**src/exec_pkg.sv**
```systemverilog
// Constants and types for the instruction execution subset
// Behaviour
// RL1: rotate_left_carry: carry into bit 0, bit 7 into carry; Z,C,N,V; 1 cycle
// RL2: rotate_right_carry: carry into bit 7, bit 0 into carry; Z,C,N,V; 1 cycle
// RL3: bit_to_transfer_flag copies selected source bit into T only, 1 cycle
// RL4: transfer_flag_to_bit writes T into selected destination bit, 1 cycle
// RL5: Each flag force high or low changes only that flag, 1 cycle
// RL6: Post-increment load reads at pointer, then pointer plus one; 2 cycles
// RL7: Pre-decrement load subtracts one first, reads new address; 2 cycles
// RL8: load_with_offset reads at Y or Z plus displacement; pointer kept; 2 cycles
// RL9: Post-increment store writes at pointer, then pointer plus one; 2 cycles
// RL10: Pre-decrement store subtracts one first, writes new address; 2 cycles
// RL11: store_with_offset writes at Y or Z plus displacement; 2 cycles
// RL12: load_direct reads absolute address into destination, 2 cycles
// RL13: store_direct writes source to absolute address, 2 cycles
// RL14: program_memory_read fetches byte at Z, optional post-increment; 3 cycles
// RL15: Push stores source at stack pointer and adjusts it; 2 cycles
// RL16: Pop adjusts stack pointer and loads destination; 2 cycles
// RL17: Sleep issues in 1 cycle and signals the sleep logic
// RL18: watchdog_restart signals the watchdog in 1 cycle, no flags
// RL19: Break only signals the debug facility, no flag changes
// RL20: arith_shift_right keeps bit 7, old bit 0 to carry; Z,C,N,V; 1 cycle
// RL21: Nibble swap exchanges register halves in 1 cycle, no flags
// RL22: copy_register_pair copies an even pair to an even pair, 1 cycle
package exec_pkg;
   localparam int REG_COUNT = 32;
   localparam logic [4:0] X_LO_IDX = 5'h1a;
   localparam logic [4:0] Y_LO_IDX = 5'h1c;
   localparam logic [4:0] Z_LO_IDX = 5'h1e;
   localparam logic [1:0] PTR_X = 2'h0;
   localparam logic [1:0] PTR_Y = 2'h1;
   localparam logic [1:0] PTR_Z = 2'h2;
   localparam logic [1:0] MODE_PLAIN = 2'h0;
   localparam logic [1:0] MODE_POST_INC = 2'h1;
   localparam logic [1:0] MODE_PRE_DEC = 2'h2;
   localparam int FLAG_C = 0;
   localparam int FLAG_Z = 1;
   localparam int FLAG_N = 2;
   localparam int FLAG_V = 3;
   localparam int FLAG_T = 6;
   localparam logic [7:0] FLAGS_RESET = 8'h00;
   localparam logic [15:0] SP_RESET = 16'h0000;
   localparam logic [15:0] ONE_16 = 16'h0001;
   localparam logic [7:0] REG_RESET = 8'h00;
   // Operation codes presented by the fetch path
   typedef enum logic [4:0] {
      OP_NOP = 5'h00,
      OP_RLC = 5'h01,
      OP_RRC = 5'h02,
      OP_SRA = 5'h03,
      OP_SWAP = 5'h04,
      OP_FSET = 5'h05,
      OP_FCLR = 5'h06,
      OP_B2T = 5'h07,
      OP_T2B = 5'h08,
      OP_PAIR = 5'h09,
      OP_LD = 5'h0a,
      OP_LDO = 5'h0b,
      OP_LDA = 5'h0c,
      OP_ST = 5'h0d,
      OP_STO = 5'h0e,
      OP_STA = 5'h0f,
      OP_PMR = 5'h10,
      OP_PUSH = 5'h11,
      OP_POP = 5'h12,
      OP_SLEEP = 5'h13,
      OP_WDT = 5'h14,
      OP_BREAK = 5'h15
   } op_type;
   // Sequencer states, one-hot
   typedef enum logic [3:0] {
      ST_IDLE = 4'b0001,
      ST_MEM = 4'b0010,
      ST_PM_ADDR = 4'b0100,
      ST_PM_DATA = 4'b1000
   } state_type;
endpackage

```
**src/exec_unit.sv**
```systemverilog
// Execution unit for shifts, flag ops, memory transfers and control ops
//
// Decided for this implementation: strobed register access and the register offsets.
module exec_unit (
   input wire logic ref_clk_in, // 100 MHz clock
   input wire logic rst_in, // Synchronous reset, active high
   input wire logic valid_in, // Instruction present
   input wire logic [4:0] op_in, // Operation code
   input wire logic [4:0] rd_in, // Destination register index
   input wire logic [4:0] rr_in, // Source register index
   input wire logic [2:0] bit_in, // Bit or flag select
   input wire logic [1:0] mode_in, // Plain, post-inc or pre-dec
   input wire logic [1:0] ptr_sel_in, // Pointer select X, Y or Z
   input wire logic [5:0] disp_in, // Unsigned displacement
   input wire logic [15:0] addr_in, // Absolute data address
   output logic ready_out, // Unit can take an instruction
   output logic [15:0] dmem_addr_out, // Data memory address
   output logic [7:0] dmem_wdata_out, // Data memory write data
   output logic dmem_we_out, // Data memory write strobe
   output logic dmem_re_out, // Data memory read strobe
   input wire logic [7:0] dmem_rdata_in, // Read data while read strobe high
   output logic [15:0] pmem_addr_out, // Program memory byte address
   output logic pmem_re_out, // Program memory read strobe
   input wire logic [7:0] pmem_rdata_in, // Byte, cycle after read strobe
   output logic [7:0] flags_out, // Status flags register
   output logic [15:0] sp_out, // Stack pointer
   output logic sleep_out, // Sleep request pulse
   output logic wdt_restart_out, // Watchdog restart pulse
   output logic break_out, // Debug break pulse
   input wire logic [4:0] dbg_idx_in, // Register file peek index
   output logic [7:0] dbg_data_out // Peeked register, one cycle later
);

   ////////////////////////////////////////////////////////////////////////
   // Storage and state
   logic [7:0] regs_r [exec_pkg::REG_COUNT];
   logic [7:0] flags_r;
   logic [7:0] flags_nxt;
   logic [15:0] sp_r;
   logic [15:0] sp_nxt;
   exec_pkg::state_type state_r;
   exec_pkg::state_type state_nxt;
   logic [4:0] pend_rd_r;
   logic [15:0] dmem_addr_r;
   logic [7:0] dmem_wdata_r;
   logic dmem_we_r;
   logic dmem_re_r;
   logic [15:0] pmem_addr_r;
   logic pmem_re_r;
   logic sleep_r;
   logic wdt_r;
   logic break_r;
   logic [7:0] dbg_r;

   ////////////////////////////////////////////////////////////////////////
   // Operand decode
   wire take = valid_in & (state_r == exec_pkg::ST_IDLE);
   wire is_rlc = take & (op_in == exec_pkg::OP_RLC);
   wire is_rrc = take & (op_in == exec_pkg::OP_RRC);
   wire is_sra = take & (op_in == exec_pkg::OP_SRA);
   wire is_swap = take & (op_in == exec_pkg::OP_SWAP);
   wire is_fset = take & (op_in == exec_pkg::OP_FSET);
   wire is_fclr = take & (op_in == exec_pkg::OP_FCLR);
   wire is_b2t = take & (op_in == exec_pkg::OP_B2T);
   wire is_t2b = take & (op_in == exec_pkg::OP_T2B);
   wire is_pair = take & (op_in == exec_pkg::OP_PAIR);
   wire is_ld = take & (op_in == exec_pkg::OP_LD);
   wire is_ldo = take & (op_in == exec_pkg::OP_LDO);
   wire is_lda = take & (op_in == exec_pkg::OP_LDA);
   wire is_st = take & (op_in == exec_pkg::OP_ST);
   wire is_sto = take & (op_in == exec_pkg::OP_STO);
   wire is_sta = take & (op_in == exec_pkg::OP_STA);
   wire is_pmr = take & (op_in == exec_pkg::OP_PMR);
   wire is_push = take & (op_in == exec_pkg::OP_PUSH);
   wire is_pop = take & (op_in == exec_pkg::OP_POP);
   wire is_sleep = take & (op_in == exec_pkg::OP_SLEEP);
   wire is_wdt = take & (op_in == exec_pkg::OP_WDT);
   wire is_break = take & (op_in == exec_pkg::OP_BREAK);
   wire is_shift = is_rlc | is_rrc | is_sra;
   wire is_load = is_ld | is_ldo | is_lda | is_pop;
   wire is_store = is_st | is_sto | is_sta | is_push;

   wire [7:0] rd_val = regs_r[rd_in];
   wire [7:0] rr_val = regs_r[rr_in];
   wire carry = flags_r[exec_pkg::FLAG_C];
   wire tflag = flags_r[exec_pkg::FLAG_T];
   wire [7:0] bit_mask = 8'h01 << bit_in;

   ////////////////////////////////////////////////////////////////////////
   // Pointer selection and address arithmetic
   wire [4:0] ptr_lo_idx = (ptr_sel_in == exec_pkg::PTR_Y) ?
      exec_pkg::Y_LO_IDX : (ptr_sel_in == exec_pkg::PTR_Z) ?
      exec_pkg::Z_LO_IDX : exec_pkg::X_LO_IDX;
   wire [4:0] pmr_lo_idx = exec_pkg::Z_LO_IDX;
   wire [4:0] ptr_idx = is_pmr ? pmr_lo_idx : ptr_lo_idx;
   wire [15:0] ptr_val = {regs_r[ptr_idx | 5'h01], regs_r[ptr_idx]};
   wire [15:0] ptr_inc = ptr_val + exec_pkg::ONE_16;
   wire [15:0] ptr_dec = ptr_val - exec_pkg::ONE_16;
   wire [15:0] ptr_disp = ptr_val + {10'h000, disp_in};
   wire post_inc = mode_in == exec_pkg::MODE_POST_INC;
   wire pre_dec = mode_in == exec_pkg::MODE_PRE_DEC;
   wire [15:0] sp_inc = sp_r + exec_pkg::ONE_16;
   wire [15:0] sp_dec = sp_r - exec_pkg::ONE_16;

   // Address presented to data memory for this instruction
   wire [15:0] ind_addr = pre_dec ? ptr_dec : ptr_val; // [RL7] [RL10]
   wire [15:0] mem_addr = (is_ld | is_st) ? ind_addr :
      (is_ldo | is_sto) ? ptr_disp : // [RL8] [RL11]
      (is_lda | is_sta) ? addr_in : // [RL12] [RL13]
      is_pop ? sp_inc : sp_r; // [RL15] [RL16]
   wire [7:0] store_data = rr_val;

   // Pointer register update: post-increment or pre-decrement only
   wire ptr_step = ((is_ld | is_st) & (post_inc | pre_dec)) |
      (is_pmr & post_inc);
   wire [15:0] ptr_new = pre_dec & ~is_pmr ? ptr_dec : ptr_inc;

   ////////////////////////////////////////////////////////////////////////
   // Shift, rotate, swap and bit-load results
   wire [7:0] rlc_res = {rd_val[6:0], carry}; // [RL1]
   wire [7:0] rrc_res = {carry, rd_val[7:1]}; // [RL2]
   wire [7:0] sra_res = {rd_val[7], rd_val[7:1]}; // [RL20]
   wire [7:0] swap_res = {rd_val[3:0], rd_val[7:4]}; // [RL21]
   wire [7:0] t2b_res = tflag ? (rd_val | bit_mask) :
      (rd_val & ~bit_mask); // [RL4]
   wire [7:0] shift_res = is_rlc ? rlc_res : is_rrc ? rrc_res : sra_res;
   wire shift_c = is_rlc ? rd_val[7] : rd_val[0]; // [RL1] [RL2] [RL20]
   wire shift_n = shift_res[7];
   wire shift_z = shift_res == 8'h00;
   wire shift_v = shift_n ^ shift_c;

   ////////////////////////////////////////////////////////////////////////
   // Register file byte write port and pair write port
   wire pm_done = state_r == exec_pkg::ST_PM_DATA;
   wire mem_done = (state_r == exec_pkg::ST_MEM) & dmem_re_r;
   wire byte_we = is_shift | is_swap | is_t2b | mem_done | pm_done;
   wire [4:0] byte_idx = (mem_done | pm_done) ? pend_rd_r : rd_in;
   wire [7:0] byte_data = mem_done ? dmem_rdata_in : // [RL6] [RL12]
      pm_done ? pmem_rdata_in : // [RL14]
      is_shift ? shift_res : is_swap ? swap_res : t2b_res;
   wire pair_we = is_pair | ptr_step;
   wire [4:0] pair_idx = is_pair ? {rd_in[4:1], 1'b0} : ptr_idx;
   wire [15:0] pair_data = is_pair ?
      {regs_r[{rr_in[4:1], 1'b1}], regs_r[{rr_in[4:1], 1'b0}]} :
      ptr_new; // [RL22] [RL6] [RL9]

   // One process per register entry
   generate
      for (genvar i = 0; i < exec_pkg::REG_COUNT; i++) begin : g_regs
         localparam logic [4:0] IDX = 5'(i);
         always_ff @(posedge ref_clk_in) begin
            if (rst_in) begin
               regs_r[i] <= exec_pkg::REG_RESET;
            end else if (byte_we && byte_idx == IDX) begin
               regs_r[i] <= byte_data;
            end else if (pair_we && pair_idx[4:1] == IDX[4:1]) begin
               regs_r[i] <= IDX[0] ? pair_data[15:8] : pair_data[7:0];
            end
         end
      end
   endgenerate

   ////////////////////////////////////////////////////////////////////////
   // Status flags next value
   always_comb begin
      flags_nxt = flags_r;
      if (is_shift) begin
         flags_nxt[exec_pkg::FLAG_C] = shift_c; // [RL1] [RL2] [RL20]
         flags_nxt[exec_pkg::FLAG_Z] = shift_z;
         flags_nxt[exec_pkg::FLAG_N] = shift_n;
         flags_nxt[exec_pkg::FLAG_V] = shift_v;
      end else if (is_fset) begin
         flags_nxt = flags_r | bit_mask; // [RL5]
      end else if (is_fclr) begin
         flags_nxt = flags_r & ~bit_mask; // [RL5]
      end else if (is_b2t) begin
         flags_nxt[exec_pkg::FLAG_T] = |(rd_val & bit_mask); // [RL3]
      end
   end

   // Stack pointer: push after-decrements, pop pre-increments
   assign sp_nxt = is_push ? sp_dec : is_pop ? sp_inc : sp_r; // [RL15] [RL16]

   ////////////////////////////////////////////////////////////////////////
   // Sequencer: memory ops hold one extra cycle, program reads two
   always_comb begin
      state_nxt = state_r;
      case (state_r)
         exec_pkg::ST_IDLE: begin
            if (is_load | is_store) begin
               state_nxt = exec_pkg::ST_MEM; // [RL6] [RL9] [RL15]
            end else if (is_pmr) begin
               state_nxt = exec_pkg::ST_PM_ADDR; // [RL14]
            end
         end
         exec_pkg::ST_MEM: begin
            state_nxt = exec_pkg::ST_IDLE;
         end
         exec_pkg::ST_PM_ADDR: begin
            state_nxt = exec_pkg::ST_PM_DATA;
         end
         exec_pkg::ST_PM_DATA: begin
            state_nxt = exec_pkg::ST_IDLE;
         end
         default: begin
            state_nxt = exec_pkg::ST_IDLE;
         end
      endcase
   end

   // State, flags, stack pointer and pending destination
   always_ff @(posedge ref_clk_in) begin
      if (rst_in) begin
         state_r <= exec_pkg::ST_IDLE;
         flags_r <= exec_pkg::FLAGS_RESET;
         sp_r <= exec_pkg::SP_RESET;
         pend_rd_r <= 5'h00;
      end else begin
         state_r <= state_nxt;
         flags_r <= flags_nxt;
         sp_r <= sp_nxt;
         if (take) begin
            pend_rd_r <= rd_in;
         end
      end
   end

   // Data memory strobes, held for the second cycle only
   always_ff @(posedge ref_clk_in) begin
      if (rst_in) begin
         dmem_addr_r <= 16'h0000;
         dmem_wdata_r <= 8'h00;
         dmem_we_r <= 1'b0;
         dmem_re_r <= 1'b0;
      end else begin
         dmem_we_r <= is_store; // [RL9] [RL10] [RL11] [RL13] [RL15]
         dmem_re_r <= is_load; // [RL6] [RL7] [RL8] [RL12] [RL16]
         if (is_load | is_store) begin
            dmem_addr_r <= mem_addr;
            dmem_wdata_r <= store_data;
         end
      end
   end

   // Program memory address from Z, strobe in the second cycle
   always_ff @(posedge ref_clk_in) begin
      if (rst_in) begin
         pmem_addr_r <= 16'h0000;
         pmem_re_r <= 1'b0;
      end else begin
         pmem_re_r <= is_pmr; // [RL14]
         if (is_pmr) begin
            pmem_addr_r <= ptr_val;
         end
      end
   end

   // Control pulses to sleep, watchdog and debug logic
   always_ff @(posedge ref_clk_in) begin
      if (rst_in) begin
         sleep_r <= 1'b0;
         wdt_r <= 1'b0;
         break_r <= 1'b0;
      end else begin
         sleep_r <= is_sleep; // [RL17]
         wdt_r <= is_wdt; // [RL18]
         break_r <= is_break; // [RL19]
      end
   end

   // Register peek for software visibility
   always_ff @(posedge ref_clk_in) begin
      if (rst_in) begin
         dbg_r <= 8'h00;
      end else begin
         dbg_r <= regs_r[dbg_idx_in];
      end
   end

   ////////////////////////////////////////////////////////////////////////
   // Outputs
   assign ready_out = state_r == exec_pkg::ST_IDLE;
   assign dmem_addr_out = dmem_addr_r;
   assign dmem_wdata_out = dmem_wdata_r;
   assign dmem_we_out = dmem_we_r;
   assign dmem_re_out = dmem_re_r;
   assign pmem_addr_out = pmem_addr_r;
   assign pmem_re_out = pmem_re_r;
   assign flags_out = flags_r;
   assign sp_out = sp_r;
   assign sleep_out = sleep_r;
   assign wdt_restart_out = wdt_r;
   assign break_out = break_r;
   assign dbg_data_out = dbg_r;

endmodule // exec_unit

```
**config.mk**
```make
export PLATFORM = sky130hd
export DESIGN_NAME = exec_unit
export DESIGN_NICKNAME = d
export VERILOG_FILES = /design/src/exec_pkg.sv /design/src/exec_unit.sv
export SDC_FILE = /design/constraint.sdc
export NUM_CORES = 1
export LEC_CHECK = 0
export CORE_ASPECT_RATIO = 0.7
export CORE_MARGIN = 3
export CORE_UTILIZATION = 39
export DETAILED_ROUTE_END_ITERATION = 7
export DONT_BUFFER_PORTS = 1
export GPL_TIMING_DRIVEN = 0
export HOLD_SLACK_MARGIN = 0.06
export SYNTH_ARGS = -nofsm -noshare
export SYNTH_HDL_FRONTEND = slang
export SYNTH_SLANG_ARGS = --single-unit
export TNS_END_PERCENT = 1
```
**constraint.sdc**
```tcl
create_clock -name ref_clk_in -period 4.4 [get_ports ref_clk_in]
set_input_delay 0.44 -clock ref_clk_in [delete_from_list [all_inputs] [get_ports ref_clk_in]]
set_output_delay 0.44 -clock ref_clk_in [all_outputs]
set_load 0.005 [all_outputs]
```
==> metrics <==
DR WL/cell=just under 50 um; synth cell count leaders=mux4_2, o22ai_1, edfxtp_1; top sig layer=met5; die width=314.0 um; failing checks=capacitance limit, slew limit, setup timing; status=finished, violations left; CP endpoint kind=register; Post-Layout Cell Count=3232; max-slew violations=33; most numerous cell in the Yosys netlist=mux4_2; max_cap viols=3; PortBufs=0; Setup TNS=-8.313 ns; Clock Sinks=343; Net Count, Synth=between 2000 and 2500; Synth Area per Inst=11.44 sq um; dpl cells=~3200; CP Data Arrival Time=around 5.1 ns; critical path type=reg2reg; Synth Flop Type=edfxtp_1; setup violators final=93; Final Skew=between 0.05 and 0.06 ns; Power Density=between 300 and 400 nW/um^2; io pins=~150; pre-CTS setup slack=-1.810 ns; EDFF count, synth=between 200 and 300; post-route ant nets=0; share of cells above drive strength 1=roughly 24%; DRT Pass-1 Iters=7; final hold vios=0; top post-synthesis cells by area=edfxtp_1, mux4_2, dfxtp_1, o22ai_1, mux2i_1; P_leak=9.439 nW; dpl hpwl=roughly 120000 um; asr flop ratio synth=0%; initial core utilization=approximately two fifths; TritonCTS clock tree=yes; critical path launch point type=register; layout net count=2399; Root Driver=clkbuf_16; Design Area, Final=28890 sq um; fin util=about 44%; Total GRT Usage=between 40% and 50%; CTS Buffer Depth=3; via density per instance=approximately 7.9; Yosys top cell area share=29.69%; core area=between 60000 and 70000 sq um; placement row count=78; placed cell area=27080 sq um; post-synthesis register bit count=roughly 340; vias in the first global route=22780; area leader, netlist=edfxtp_1; Worst-Skew Late Latency=roughly 0.64 ns; routed wire length=approximately 160000 um; cell count after synthesis=approximately 2300; Die Height=around 220 um; Clock Pin Slew Worst Setup and Hold Paths=about 0.060 ns; post-synthesis cell type count=100; die area=69560 sq um; Final period util=106.5%; Tot Pwr=about 10 mW; largest net degree at the start of global routing=20; Detailed Route Iter0 Violations=5628; WL met2=56700 um; worst-path fanout max=10; Routability Congestion=around 1.1; M1 WL=61340 um; HP Class=in2reg; H-tree depth=2; Tmin final=roughly 4.7 ns; post-synthesis sequential area ratio=36.42%; synthesized cell area=about 26000 sq um; cts hold-fix bufs=0; Area Overhead vs Synth=11.58%; Slew Limit Headroom=-4.386%; setup ws final=-0.2874 ns; Via Count=between 20000 and 30000; RSZ-0062 raised after global routing=yes; WP data required=4.82 ns; DRC viols=0; slew of the pin with the lowest slew margin=between 1.5 and 2 ns; f_max=around 0.21 GHz; global-route wire length before repair=between 200000 and 250000 um; grt ovf=0; worst hold slack=0.1911 ns; Max rail drop VDD=about 0.27 mV; CTS Buf Count=40; synth warn=0; initial antenna violation count=18; met3 wire length=33510 um
[metal layers]
layer / vias to the layer above / global-route usage (%)
li1: 9410 / -
met1: 13060 / 61.37
met2: 2710 / 52.92
met3: 404 / 31.25
met4: 26 / 14.45
met5: - / 2.755
[placed cells by master (no fill, tap or decap), drive strengths merged, types with 41 or more instances in the layout]
master and n:
dfxtp 87, o21ai 46, o22ai 263, xnor2 41
nand2 204, mux2i 94, mux4 293, a21oi 82
clkbuf 181, nand3 54, nor3 47, edfxtp 256
nor2 160, buf 95
[cells by family after synthesis]
group,after synthesis,synth area share [%]
compound gates,602,15.89
xor+xnor,63,2.131
fa+ha+maj,12,0.5799
buf+inv,246,3.968
flops,343,36.42
mux,394,29.57
simple gates,604,11.44
[report_power, final]
| part | internal [mW] | switching, mW | total, mW |
|---|---|---|---|
| registers | 3.59 | 0.245 | 3.83 |
| logic | 0.806 | 1.74 | 2.55 |
| clock network | 2.06 | 1.61 | 3.66 |
| total | 6.45 | 3.60 | 10.0 |
[registers in the layout, indices dropped and copies added (netlist names), named ones only]
register and count:
pmem_addr_out 16, state_r 4, dmem_we_out 1, dmem_wdata_out 8, sp_out 16, break_out 1, dmem_re_out 1, pmem_re_out 1
dmem_addr_out 16, dbg_data_out 8, wdt_restart_out 1, pend_rd_r 5, regs_r 256, flags_out 1, sleep_out 1
[area by class of cell]
class                           instances  area (sq um)
Clock buffer                           50          1074
Multi-Input combinational cell       1675         15690
Buffer                                222          1074
Fill cell                            6172         36300
Clock inverter                         23         286.5
Tap cell                              880          1101
Timing Repair Buffer                   14         136.4
Inverter                               23         88.84
Antenna cell                            2         5.005
Sequential cell                       343          9429
[final timing paths]
kind	slack [ns]	cells after the start	from	to
setup / recovery	-0.29	8	state_r[0]$_SDFFE_PP1P_	regs_r[2][4]$_DFFE_PP_
hold / removal	0.19	3	bit_in[2]	register
setup reg to reg	-0.29	8	state_r[0]$_SDFFE_PP1P_	regs_r[2][4]$_DFFE_PP_
hold reg to reg	0.48	2	pmem_addr_out[0]$_SDFFE_PP0P_	pmem_addr_out[0]$_SDFFE_PP0P_
[worst max-delay path, cell delays in order, from the launching register on]
cell	delay (ns)
dfxtp_1	0.44
or4b_1	0.46
buf_2	0.20
nor3_2	0.42
nand2_2	0.34
clkbuf_2	0.47
nor4_4	1.00
nand3_2	0.76
o22ai_1	0.41
[what timing repair did]
| action | CTS | global route |
|---|---|---|
| resized for setup | 75 | 36 |
| pin swaps | 3 | 4 |
| endpoints found under the setup margin | 460 | 366 |
| buffers inserted | 2 | 5 |
No activity file was read; power rests on OpenSTA's default activity.
